--- config.mk ---
export PLATFORM = sky130hd
export DESIGN_NAME = bpf_engine
export DESIGN_NICKNAME = d
export VERILOG_FILES = /design/src/design/bpf_engine.v
export VERILOG_INCLUDE_DIRS = /design/src /design/src/design
export SDC_FILE = /design/constraint.sdc
export NUM_CORES = 1
export LEC_CHECK = 0
export BUFFER_PORTS_ARGS = -buffer_cell sky130_fd_sc_hd__buf_2
export CAP_MARGIN = 0
export CELL_PAD_IN_SITES_DETAIL_PLACEMENT = 2
export CELL_PAD_IN_SITES_GLOBAL_PLACEMENT = 2
export CORE_UTILIZATION = 40
export DETAILED_ROUTE_END_ITERATION = 8
export PLACE_DENSITY = 0.9
export SLEW_MARGIN = 0
export SYNTH_ARGS = -nofsm -noshare
export SYNTH_HDL_FRONTEND = slang
export SYNTH_SLANG_ARGS = --single-unit
--- constraint.sdc ---
create_clock -name i_clk_sys -period 15.9 [get_ports i_clk_sys]
set_input_delay 1.59 -clock i_clk_sys [delete_from_list [all_inputs] [get_ports i_clk_sys]]
set_output_delay 1.59 -clock i_clk_sys [all_outputs]
set_load 0.01 [all_outputs]
--- src/design/bpf_defines.vh ---
// Behaviour
// - a pattern fill tiles the 8x8 pattern over the whole destination rectangle.
// - pattern is 64 bytes, 64-aligned at 8 bpp, or 128 bytes, 128-aligned at 16 bpp.
// - each pattern pixel meets the destination pixel through one of sixteen raster codes.
// - after start the engine writes the whole destination area unaided.
// - source address picks the pattern start phase; the tile wraps from that phase.
// - operation field bits 3-0: 6h fill with raster code, 7h transparent fill, 0Bh expand.
// - operation register bits 19-16 hold the raster code.
// - width and height registers hold size minus one; engine does one more of each.
// - row pitch register in 16-bit words advances rectangular rows.
// - writing 1 to control bit 0 starts the programmed operation.
// - destination and source linear bits pick rectangle (0) or linear (1) addressing.
// - start addresses are byte addresses; destination at 8010h, source at 800Ch.
// - transparent fill leaves a pixel alone when the pattern equals the background colour.
// - expansion writes foreground for a 1 bit and background for a 0 bit.
// - expansion supports rectangle to rectangle and a linear source or destination.
`ifndef BPF_DEFINES_VH
`define BPF_DEFINES_VH

`define BPF_A_CTRL      16'h8000
`define BPF_A_STATUS    16'h8004
`define BPF_A_OPER      16'h8008
`define BPF_A_SRC       16'h800C
`define BPF_A_DST       16'h8010
`define BPF_A_PITCH     16'h8014
`define BPF_A_WIDTH     16'h8018
`define BPF_A_HEIGHT    16'h801C
`define BPF_A_BG        16'h8020
`define BPF_A_FG        16'h8024

`define BPF_CTRL_START  0
`define BPF_CTRL_DLIN   16
`define BPF_CTRL_SLIN   17
`define BPF_CTRL_DEPTH  18
`define BPF_STAT_BUSY   0
`define BPF_OP_LSB      0
`define BPF_OP_MSB      3
`define BPF_ROP_LSB     16
`define BPF_ROP_MSB     19

`define BPF_OP_FILL_ROP 4'h6
`define BPF_OP_FILL_TR  4'h7
`define BPF_OP_EXPAND   4'hB

`define BPF_PAT_SIDE    3'h7
`define BPF_MASK_8BPP   32'hFFFF_FFC0
`define BPF_MASK_16BPP  32'hFFFF_FF80

`define BPF_RST_32      32'h0000_0000
`define BPF_RST_16      16'h0000
`define BPF_RST_4       4'h0

`endif

--- src/design/bpf_engine.v ---
`timescale 1ns/1ps
`include "bpf_defines.vh"

module bpf_engine (
	// clock and reset
	input  wire        i_clk_sys,
	input  wire        i_reset,
	// register port
	input  wire [15:0] i_addr,
	input  wire [31:0] i_wdata,
	input  wire        i_wr,
	input  wire        i_rd,
	output reg  [31:0] o_rdata,
	// display memory port
	output reg  [31:0] o_mem_addr,
	output reg         o_mem_rd,
	output reg         o_mem_wr,
	output reg         o_mem_wide,
	output reg  [15:0] o_mem_wdata,
	input  wire [15:0] i_mem_rdata,
	// status
	output wire        o_busy
);

	localparam [2:0] S_IDLE = 3'd0;
	localparam [2:0] S_SRC  = 3'd1;
	localparam [2:0] S_SW   = 3'd2;
	localparam [2:0] S_SLAT = 3'd3;
	localparam [2:0] S_DRD  = 3'd4;
	localparam [2:0] S_DW   = 3'd5;
	localparam [2:0] S_DLAT = 3'd6;
	localparam [2:0] S_WR   = 3'd7;

	// software-visible setup
	reg        depth16;
	reg        dst_lin;
	reg        src_lin;
	reg [3:0]  op_sel;
	reg [3:0]  rop;
	reg [31:0] src_addr;
	reg [31:0] dst_addr;
	reg [15:0] pitch;
	reg [15:0] width_m1;
	reg [15:0] height_m1;
	reg [15:0] bg_col;
	reg [15:0] fg_col;

	// walking state
	reg [2:0]  state;
	reg        busy;
	reg [15:0] x_cnt;
	reg [15:0] y_cnt;
	reg [31:0] dst_row;
	reg [31:0] dst_cur;
	reg [31:0] src_row;
	reg [31:0] src_cur;
	reg [31:0] pat_base;
	reg [2:0]  phase_x;
	reg [2:0]  pat_x;
	reg [2:0]  pat_y;
	reg [2:0]  bit_idx;
	reg [7:0]  mono;
	reg [15:0] src_pix;
	reg [15:0] dst_pix;

	wire        is_rop   = (op_sel == `BPF_OP_FILL_ROP);
	wire        is_tr    = (op_sel == `BPF_OP_FILL_TR);
	wire        is_exp   = (op_sel == `BPF_OP_EXPAND);
	wire        op_ok    = is_rop | is_tr | is_exp;
	wire        start    = i_wr & (i_addr == `BPF_A_CTRL) & i_wdata[`BPF_CTRL_START];
	wire        last_x   = (x_cnt == width_m1);
	wire        last_y   = (y_cnt == height_m1);
	wire [31:0] bpp      = depth16 ? 32'h0000_0002 : 32'h0000_0001;
	wire        start_d16 = i_wdata[`BPF_CTRL_DEPTH];
	wire [31:0] pat_addr = pat_base + (depth16 ? {25'h000_0000, pat_y, pat_x, 1'b0}
	                                           : {26'h000_0000, pat_y, pat_x});
	wire [15:0] pix_mask = depth16 ? 16'hFFFF : 16'h00FF;
	wire        mono_bit = mono[3'd7 - bit_idx];
	wire        transp   = ((src_pix & pix_mask) == (bg_col & pix_mask));

	assign o_busy = busy;

	// per-bit raster combination indexed by {pattern, destination}
	function [15:0] rop_mix;
		input [3:0]  code;
		input [15:0] p;
		input [15:0] d;
		integer k;
		begin
			rop_mix = 16'h0000;
			for (k = 0; k < 16; k = k + 1) begin
				rop_mix[k] = code[{p[k], d[k]}];
			end
		end
	endfunction

	// next row start of a rectangular area; the pitch counts 16-bit words
	function [31:0] row_step;
		input [31:0] base;
		input [15:0] words;
		begin
			row_step = base + {15'h0000, words, 1'b0};
		end
	endfunction

	// source byte pointer after one expanded bit; a byte is spent after its eighth bit
	function [31:0] src_step;
		input [31:0] addr;
		input [2:0]  idx;
		begin
			src_step = (idx == 3'h7) ? addr + 32'h0000_0001 : addr;
		end
	endfunction

	// colour of the pixel about to be written
	reg [15:0] out_pix;
	always @* begin
		out_pix = src_pix;
		if (is_exp) begin
			out_pix = mono_bit ? fg_col : bg_col;
		end else if (is_rop) begin
			out_pix = rop_mix(rop, src_pix, dst_pix);
		end
		out_pix = out_pix & pix_mask;
	end

	// register writes; setup is frozen while busy so a stray write cannot bend a running walk
	always @(posedge i_clk_sys or posedge i_reset) begin
		if (i_reset) begin
			depth16   <= 1'b0;
			dst_lin   <= 1'b0;
			src_lin   <= 1'b0;
			op_sel    <= `BPF_RST_4;
			rop       <= `BPF_RST_4;
			src_addr  <= `BPF_RST_32;
			dst_addr  <= `BPF_RST_32;
			pitch     <= `BPF_RST_16;
			width_m1  <= `BPF_RST_16;
			height_m1 <= `BPF_RST_16;
			bg_col    <= `BPF_RST_16;
			fg_col    <= `BPF_RST_16;
		end else if (i_wr && !busy) begin
			case (i_addr)
				`BPF_A_CTRL: begin
					depth16 <= i_wdata[`BPF_CTRL_DEPTH];
					dst_lin <= i_wdata[`BPF_CTRL_DLIN];
					src_lin <= i_wdata[`BPF_CTRL_SLIN];
				end
				`BPF_A_OPER: begin
					op_sel <= i_wdata[`BPF_OP_MSB:`BPF_OP_LSB];
					rop    <= i_wdata[`BPF_ROP_MSB:`BPF_ROP_LSB];
				end
				`BPF_A_SRC:    src_addr  <= i_wdata;
				`BPF_A_DST:    dst_addr  <= i_wdata;
				`BPF_A_PITCH:  pitch     <= i_wdata[15:0];
				`BPF_A_WIDTH:  width_m1  <= i_wdata[15:0];
				`BPF_A_HEIGHT: height_m1 <= i_wdata[15:0];
				`BPF_A_BG:     bg_col    <= i_wdata[15:0];
				`BPF_A_FG:     fg_col    <= i_wdata[15:0];
				default: begin
				end
			endcase
		end
	end

	// register reads, data in the cycle after the strobe; unmapped reads return zero
	always @(posedge i_clk_sys or posedge i_reset) begin
		if (i_reset) begin
			o_rdata <= `BPF_RST_32;
		end else if (i_rd) begin
			case (i_addr)
				`BPF_A_CTRL:   o_rdata <= {13'h0000, depth16, src_lin, dst_lin, 15'h0000, busy};
				`BPF_A_STATUS: o_rdata <= {31'h0000_0000, busy};
				`BPF_A_OPER:   o_rdata <= {12'h000, rop, 12'h000, op_sel};
				`BPF_A_SRC:    o_rdata <= src_addr;
				`BPF_A_DST:    o_rdata <= dst_addr;
				`BPF_A_PITCH:  o_rdata <= {16'h0000, pitch};
				`BPF_A_WIDTH:  o_rdata <= {16'h0000, width_m1};
				`BPF_A_HEIGHT: o_rdata <= {16'h0000, height_m1};
				`BPF_A_BG:     o_rdata <= {16'h0000, bg_col};
				`BPF_A_FG:     o_rdata <= {16'h0000, fg_col};
				default:       o_rdata <= `BPF_RST_32;
			endcase
		end else begin
			o_rdata <= `BPF_RST_32;
		end
	end

	// the walk: fetch source, optionally fetch destination, write, advance
	always @(posedge i_clk_sys or posedge i_reset) begin
		if (i_reset) begin
			state       <= S_IDLE;
			busy        <= 1'b0;
			x_cnt       <= `BPF_RST_16;
			y_cnt       <= `BPF_RST_16;
			dst_row     <= `BPF_RST_32;
			dst_cur     <= `BPF_RST_32;
			src_row     <= `BPF_RST_32;
			src_cur     <= `BPF_RST_32;
			pat_base    <= `BPF_RST_32;
			phase_x     <= 3'h0;
			pat_x       <= 3'h0;
			pat_y       <= 3'h0;
			bit_idx     <= 3'h0;
			mono        <= 8'h00;
			src_pix     <= `BPF_RST_16;
			dst_pix     <= `BPF_RST_16;
			o_mem_addr  <= `BPF_RST_32;
			o_mem_rd    <= 1'b0;
			o_mem_wr    <= 1'b0;
			o_mem_wide  <= 1'b0;
			o_mem_wdata <= `BPF_RST_16;
		end else begin
			o_mem_rd <= 1'b0;
			o_mem_wr <= 1'b0;
			case (state)
				S_IDLE: begin
					// busy holds through the cycle that presents the last write
					busy <= 1'b0;
					// a start with an operation this block does not run is ignored
					if (start && op_ok && !busy) begin
						busy       <= 1'b1;
						state      <= S_SRC;
						// depth arrives in the start write itself, so take it from the bus
						o_mem_wide <= start_d16;
						x_cnt      <= `BPF_RST_16;
						y_cnt      <= `BPF_RST_16;
						dst_row    <= dst_addr;
						dst_cur    <= dst_addr;
						src_row    <= src_addr;
						src_cur    <= src_addr;
						bit_idx    <= 3'h0;
						if (start_d16) begin
							pat_base <= src_addr & `BPF_MASK_16BPP;
							phase_x  <= src_addr[3:1];
							pat_x    <= src_addr[3:1];
							pat_y    <= src_addr[6:4];
						end else begin
							pat_base <= src_addr & `BPF_MASK_8BPP;
							phase_x  <= src_addr[2:0];
							pat_x    <= src_addr[2:0];
							pat_y    <= src_addr[5:3];
						end
					end
				end
				S_SRC: begin
					if (is_exp && (bit_idx != 3'h0)) begin
						state <= S_WR;
					end else begin
						o_mem_rd   <= 1'b1;
						o_mem_addr <= is_exp ? src_cur : pat_addr;
						state      <= S_SW;
					end
				end
				S_SW: begin
					state <= S_SLAT;
				end
				S_SLAT: begin
					mono    <= i_mem_rdata[7:0];
					src_pix <= i_mem_rdata & pix_mask;
					state   <= is_rop ? S_DRD : S_WR;
				end
				S_DRD: begin
					o_mem_rd   <= 1'b1;
					o_mem_addr <= dst_cur;
					state      <= S_DW;
				end
				S_DW: begin
					state <= S_DLAT;
				end
				S_DLAT: begin
					dst_pix <= i_mem_rdata & pix_mask;
					state   <= S_WR;
				end
				S_WR: begin
					if (!(is_tr && transp)) begin
						o_mem_wr    <= 1'b1;
						o_mem_addr  <= dst_cur;
						o_mem_wdata <= out_pix;
					end
					if (!last_x) begin
						x_cnt   <= x_cnt + 16'h0001;
						dst_cur <= dst_cur + bpp;
						pat_x   <= pat_x + 3'h1;
						bit_idx <= bit_idx + 3'h1;
						src_cur <= src_step(src_cur, bit_idx);
						state <= S_SRC;
					end else begin
						x_cnt <= `BPF_RST_16;
						y_cnt <= y_cnt + 16'h0001;
						pat_x <= phase_x;
						pat_y <= pat_y + 3'h1;
						if (dst_lin) begin
							dst_cur <= dst_cur + bpp;
						end else begin
							dst_row <= row_step(dst_row, pitch);
							dst_cur <= row_step(dst_row, pitch);
						end
						if (src_lin) begin
							bit_idx <= bit_idx + 3'h1;
							src_cur <= src_step(src_cur, bit_idx);
						end else begin
							bit_idx <= 3'h0;
							src_row <= row_step(src_row, pitch);
							src_cur <= row_step(src_row, pitch);
						end
						if (last_y) begin
							// busy drops one cycle later, in idle, as this write lands
							state <= S_IDLE;
						end else begin
							state <= S_SRC;
						end
					end
				end
				default: begin
					state <= S_IDLE;
				end
			endcase
		end
	end

endmodule

==> flow_summary.yaml <==
outcome:
  status: "completed"
power:
  swShare_pct: 42.4
  p_clk_share_pct: 28.0
  vdd_drop_max_mv: 0.127
  power.density_nw_per_um2: 161
  switchingPower_uw: 2020
  power_uw: 4780
  combPwrFrac_pct: 34.6
  p_leak_uw: 0.0133
  p_int_uw: 2750
  p_seq_share_pct: 37.4
logic_synthesis:
  synthArstFlopShare_pct: 100
  yosysTopAreaCell: "dfrtp_1"
  synth_area_um2: 26300
  ys_warn_count: 0
  synth_ff_type: "dfrtp_1"
  ys_top_cells_by_area: "dfrtp_1 (45%), mux2_2 (9.0%), nand2_1 (4.6%)"
  ys_seq_area_share_pct: 45.0
  netlist_instances: 2760
  yosysTopAreaCellShare_pct: 45.0
  synth_edf_count: 0
  synth_fp_nets: 2875
  syn_avg_cell_area_um2: 9.52
  ys_seq_elements: 472
  synthDistinctLibCells: 88
setup_path:
  cp-start-kind: "primary input"
  crit_required_ps: 16400
  endpoint_kind: "flop"
  critPathMaxStageDelay_ps: 730
  worst_path_most_repeated_cell: "buf_4"
  path_max_fanout: 64
  slowest_stage: "buf_4"
  crit_type: "in -> reg"
  arrival_ps: 5710
  path_cells: "buf_2 -> buf_4 -> or3_1 -> a2111oi_4 -> and3_2 -> buf_4 -> nor2_4 -> buf_4 -> a21oi_2 -> buf_4 -> nand2_1 -> a21oi_1 -> nor2_1"
routing:
  first_iter_violations: 2251
  wl_per_cell_um: 34.4
  drc: 0
  vias: 25228
  drtAntennaViolNets: 0
  wl_um: 129000
  viasPerCell: 6.74
  firstDrtPassIters: 5
sta:
  finClkSkew_ps: 35.8
  drv_slew: 0
  period_share_pct: 32.8
  tightestPinTransition_ps: 1370
  fin_setup_tns_ps: 0
  rsz0062_at_grt: "no"
  hold_viol_final: 0
  final.setup.worst_slack_ps: 10690
  min_period_ps: 5210
  relSlewSlack_pct: 8.49
  max_freq_ghz: 0.192
  setup_viol_count_final: 0
min_path:
  min-delay-path-class: "reg -> reg"
floorplan:
  dieArea_um2: 66700
  start_util_pct: 40.6
  die_y_um: 258
  io_pins: 152
  core-area_um2: 64700
  rows: 93
  die_x_um: 258
cts:
  clock_path_buffers: 3
  cts-root-buf: "clkbuf_16"
  cts_setup_buffers: 0
  cts_tree: "done"
  cts_hold_buf: 0
  cts.sinks: 472
  h-tree-depth: 2
  clkTransAtPathRegs_ps: 60
  cts_inserted_buffers: 53
  worst_skew_pair.late_latency_ps: 640
  post_cts_resized: 0
global_routing:
  grt_pass1_wl_um: 190000
  grt_max_degree: 170
  grt_pass1_vias: 28250
  antenna_found_initial: 8
  grt-ovfl-total: 0
  grt_usage_pct: 38.2
placement:
  preCtsSetupSlack_ps: 10330
  placed_cells: 3638
  numPortBuffers: 151
  dp_hpwl_um: 81800
  place_congestion: 0.947
cells_and_area:
  final_common_cell: "dfrtp_1"
  drive_gt1_share_pct: 18.6
  fillers: 6785
  nets: 2953
  layout_common_cells: "dfrtp_1 (472), nand2_1 (324), nor2_1 (253), mux2_2 (211), o21ai_0 (193)"
  area_delta_synth_final_pct: 12.7
  fin_cells: 3743
flow_run:
  maxCapViolCount: 0
registers in the layout, indices dropped and copies added (netlist names), 32 cells and up:
signal and cells:
dst_row 32, dst_cur 32, o_mem_addr 32, dst_addr 32, src_row 32, src_addr 32
o_rdata 32, src_cur 32
through the flow:
| step | cell area (µm²) | hold slack [ps] | util (%) |
|---|---|---|---|
| floorplan | 26300 | 445 | - |
| global route | 29600 | 519 | 45.8 |
| CTS | 29600 | 494 | 45.8 |
| finish | 29600 | 486 | 45.8 |
| global placement | 27800 | 460 | 43.0 |
| detailed placement | 27800 | 479 | 43.0 |
path summary, 6_finish.rpt:
path                                   to  slack [ps]  cells past startpoint           start
max                           src_cur[13]       10690                     13       i_addr[2]
min                        o_mem_addr[26]         490                      2  o_mem_addr[26]
max reg2reg                   src_cur[13]       11600                     11          o_busy
min reg2reg                o_mem_addr[26]         490                      2  o_mem_addr[26]
max in group asynchronous        pat_y[1]       11630                      5         i_reset
min in group asynchronous  o_mem_addr[25]        1070                      2         i_reset
layer usage:
| layer | vias to the layer above | global-route usage, % | wire [µm] |
|---|---|---|---|
| met5 | - | 0.0712 | 8 |
| met4 | 2 | 31.5 | 11900 |
| met3 | 605 | 8.48 | 9170 |
| met2 | 1402 | 63.9 | 62100 |
| met1 | 13067 | 41.4 | 45400 |
| li1 | 10152 | - | - |
cell families (layout without fill, tap and decap cells):
family	Yosys count	in the layout	share of synthesized area, %
and+or+nand+nor	893	893	15.5
AOI/OAI and AO/OA	717	717	17.3
DFF	472	472	45.0
muxes	276	276	11.6
buffers and inverters	204	327	3.19
xor gates and xnor gates	151	151	5.03
adders and majority gates	47	47	2.32
other	0	5	0
area by class of cell:
class / instances / area (µm²) / area share, %
multi-input cells: 2084 / 13700 / 46.3
repair buffers: 188 / 1050 / 3.53
inverters: 39 / 154 / 0.520
well taps: 855 / 1070 / 3.61
diodes: 5 / 12.5 / 0.0422
clock inverters: 17 / 186 / 0.629
clock buffers: 83 / 1630 / 5.50
flip-flops and latches: 472 / 11800 / 39.9
Yosys cell counts, types with 6 or more instances:
library cell	instances
nor2_1	256
nor4_1	12
or2_2	7
xnor2_1	65
a22oi_1	33
buf_2	29
inv_1	39
xor2_1	86
o21a_1	16
and2_1	12
a221oi_1	18
nand2_1	325
nand4_1	41
a211oi_1	48
buf_1	13
o21ai_0	193
or3_1	11
o22a_1	6
ha_1	44
o31a_1	10
a31oi_1	26
and4_1	12
nand3_1	95
nand2b_1	7
mux2i_1	62
o211ai_1	26
a21oi_1	187
a221o_1	8
dfrtp_1	472
clkbuf_1	114
mux2_2	211
nor3_1	41
nor2b_1	10
and3_1	33
a21o_1	12
a311o_1	9
o22ai_1	46
a311oi_1	17
worst max-delay path, delay by kind of cell:
kind                   cells  cell delay [ps]
buffers and inverters      5             1960
AND/OR/NAND/NOR            5             1280
AO/OA/AOI/OAI              3              760
power groups by stage:
stage	sequential, µW	combinational [µW]	clock, µW
final	1790	1650	1340
after CTS	1770	1620	1340
after floorplan	1670	1040	0
after detailed placement	1770	1530	0
after global routing	1810	1750	1380
after global placement	1740	1400	0
Power figures use the tool's default switching activity.
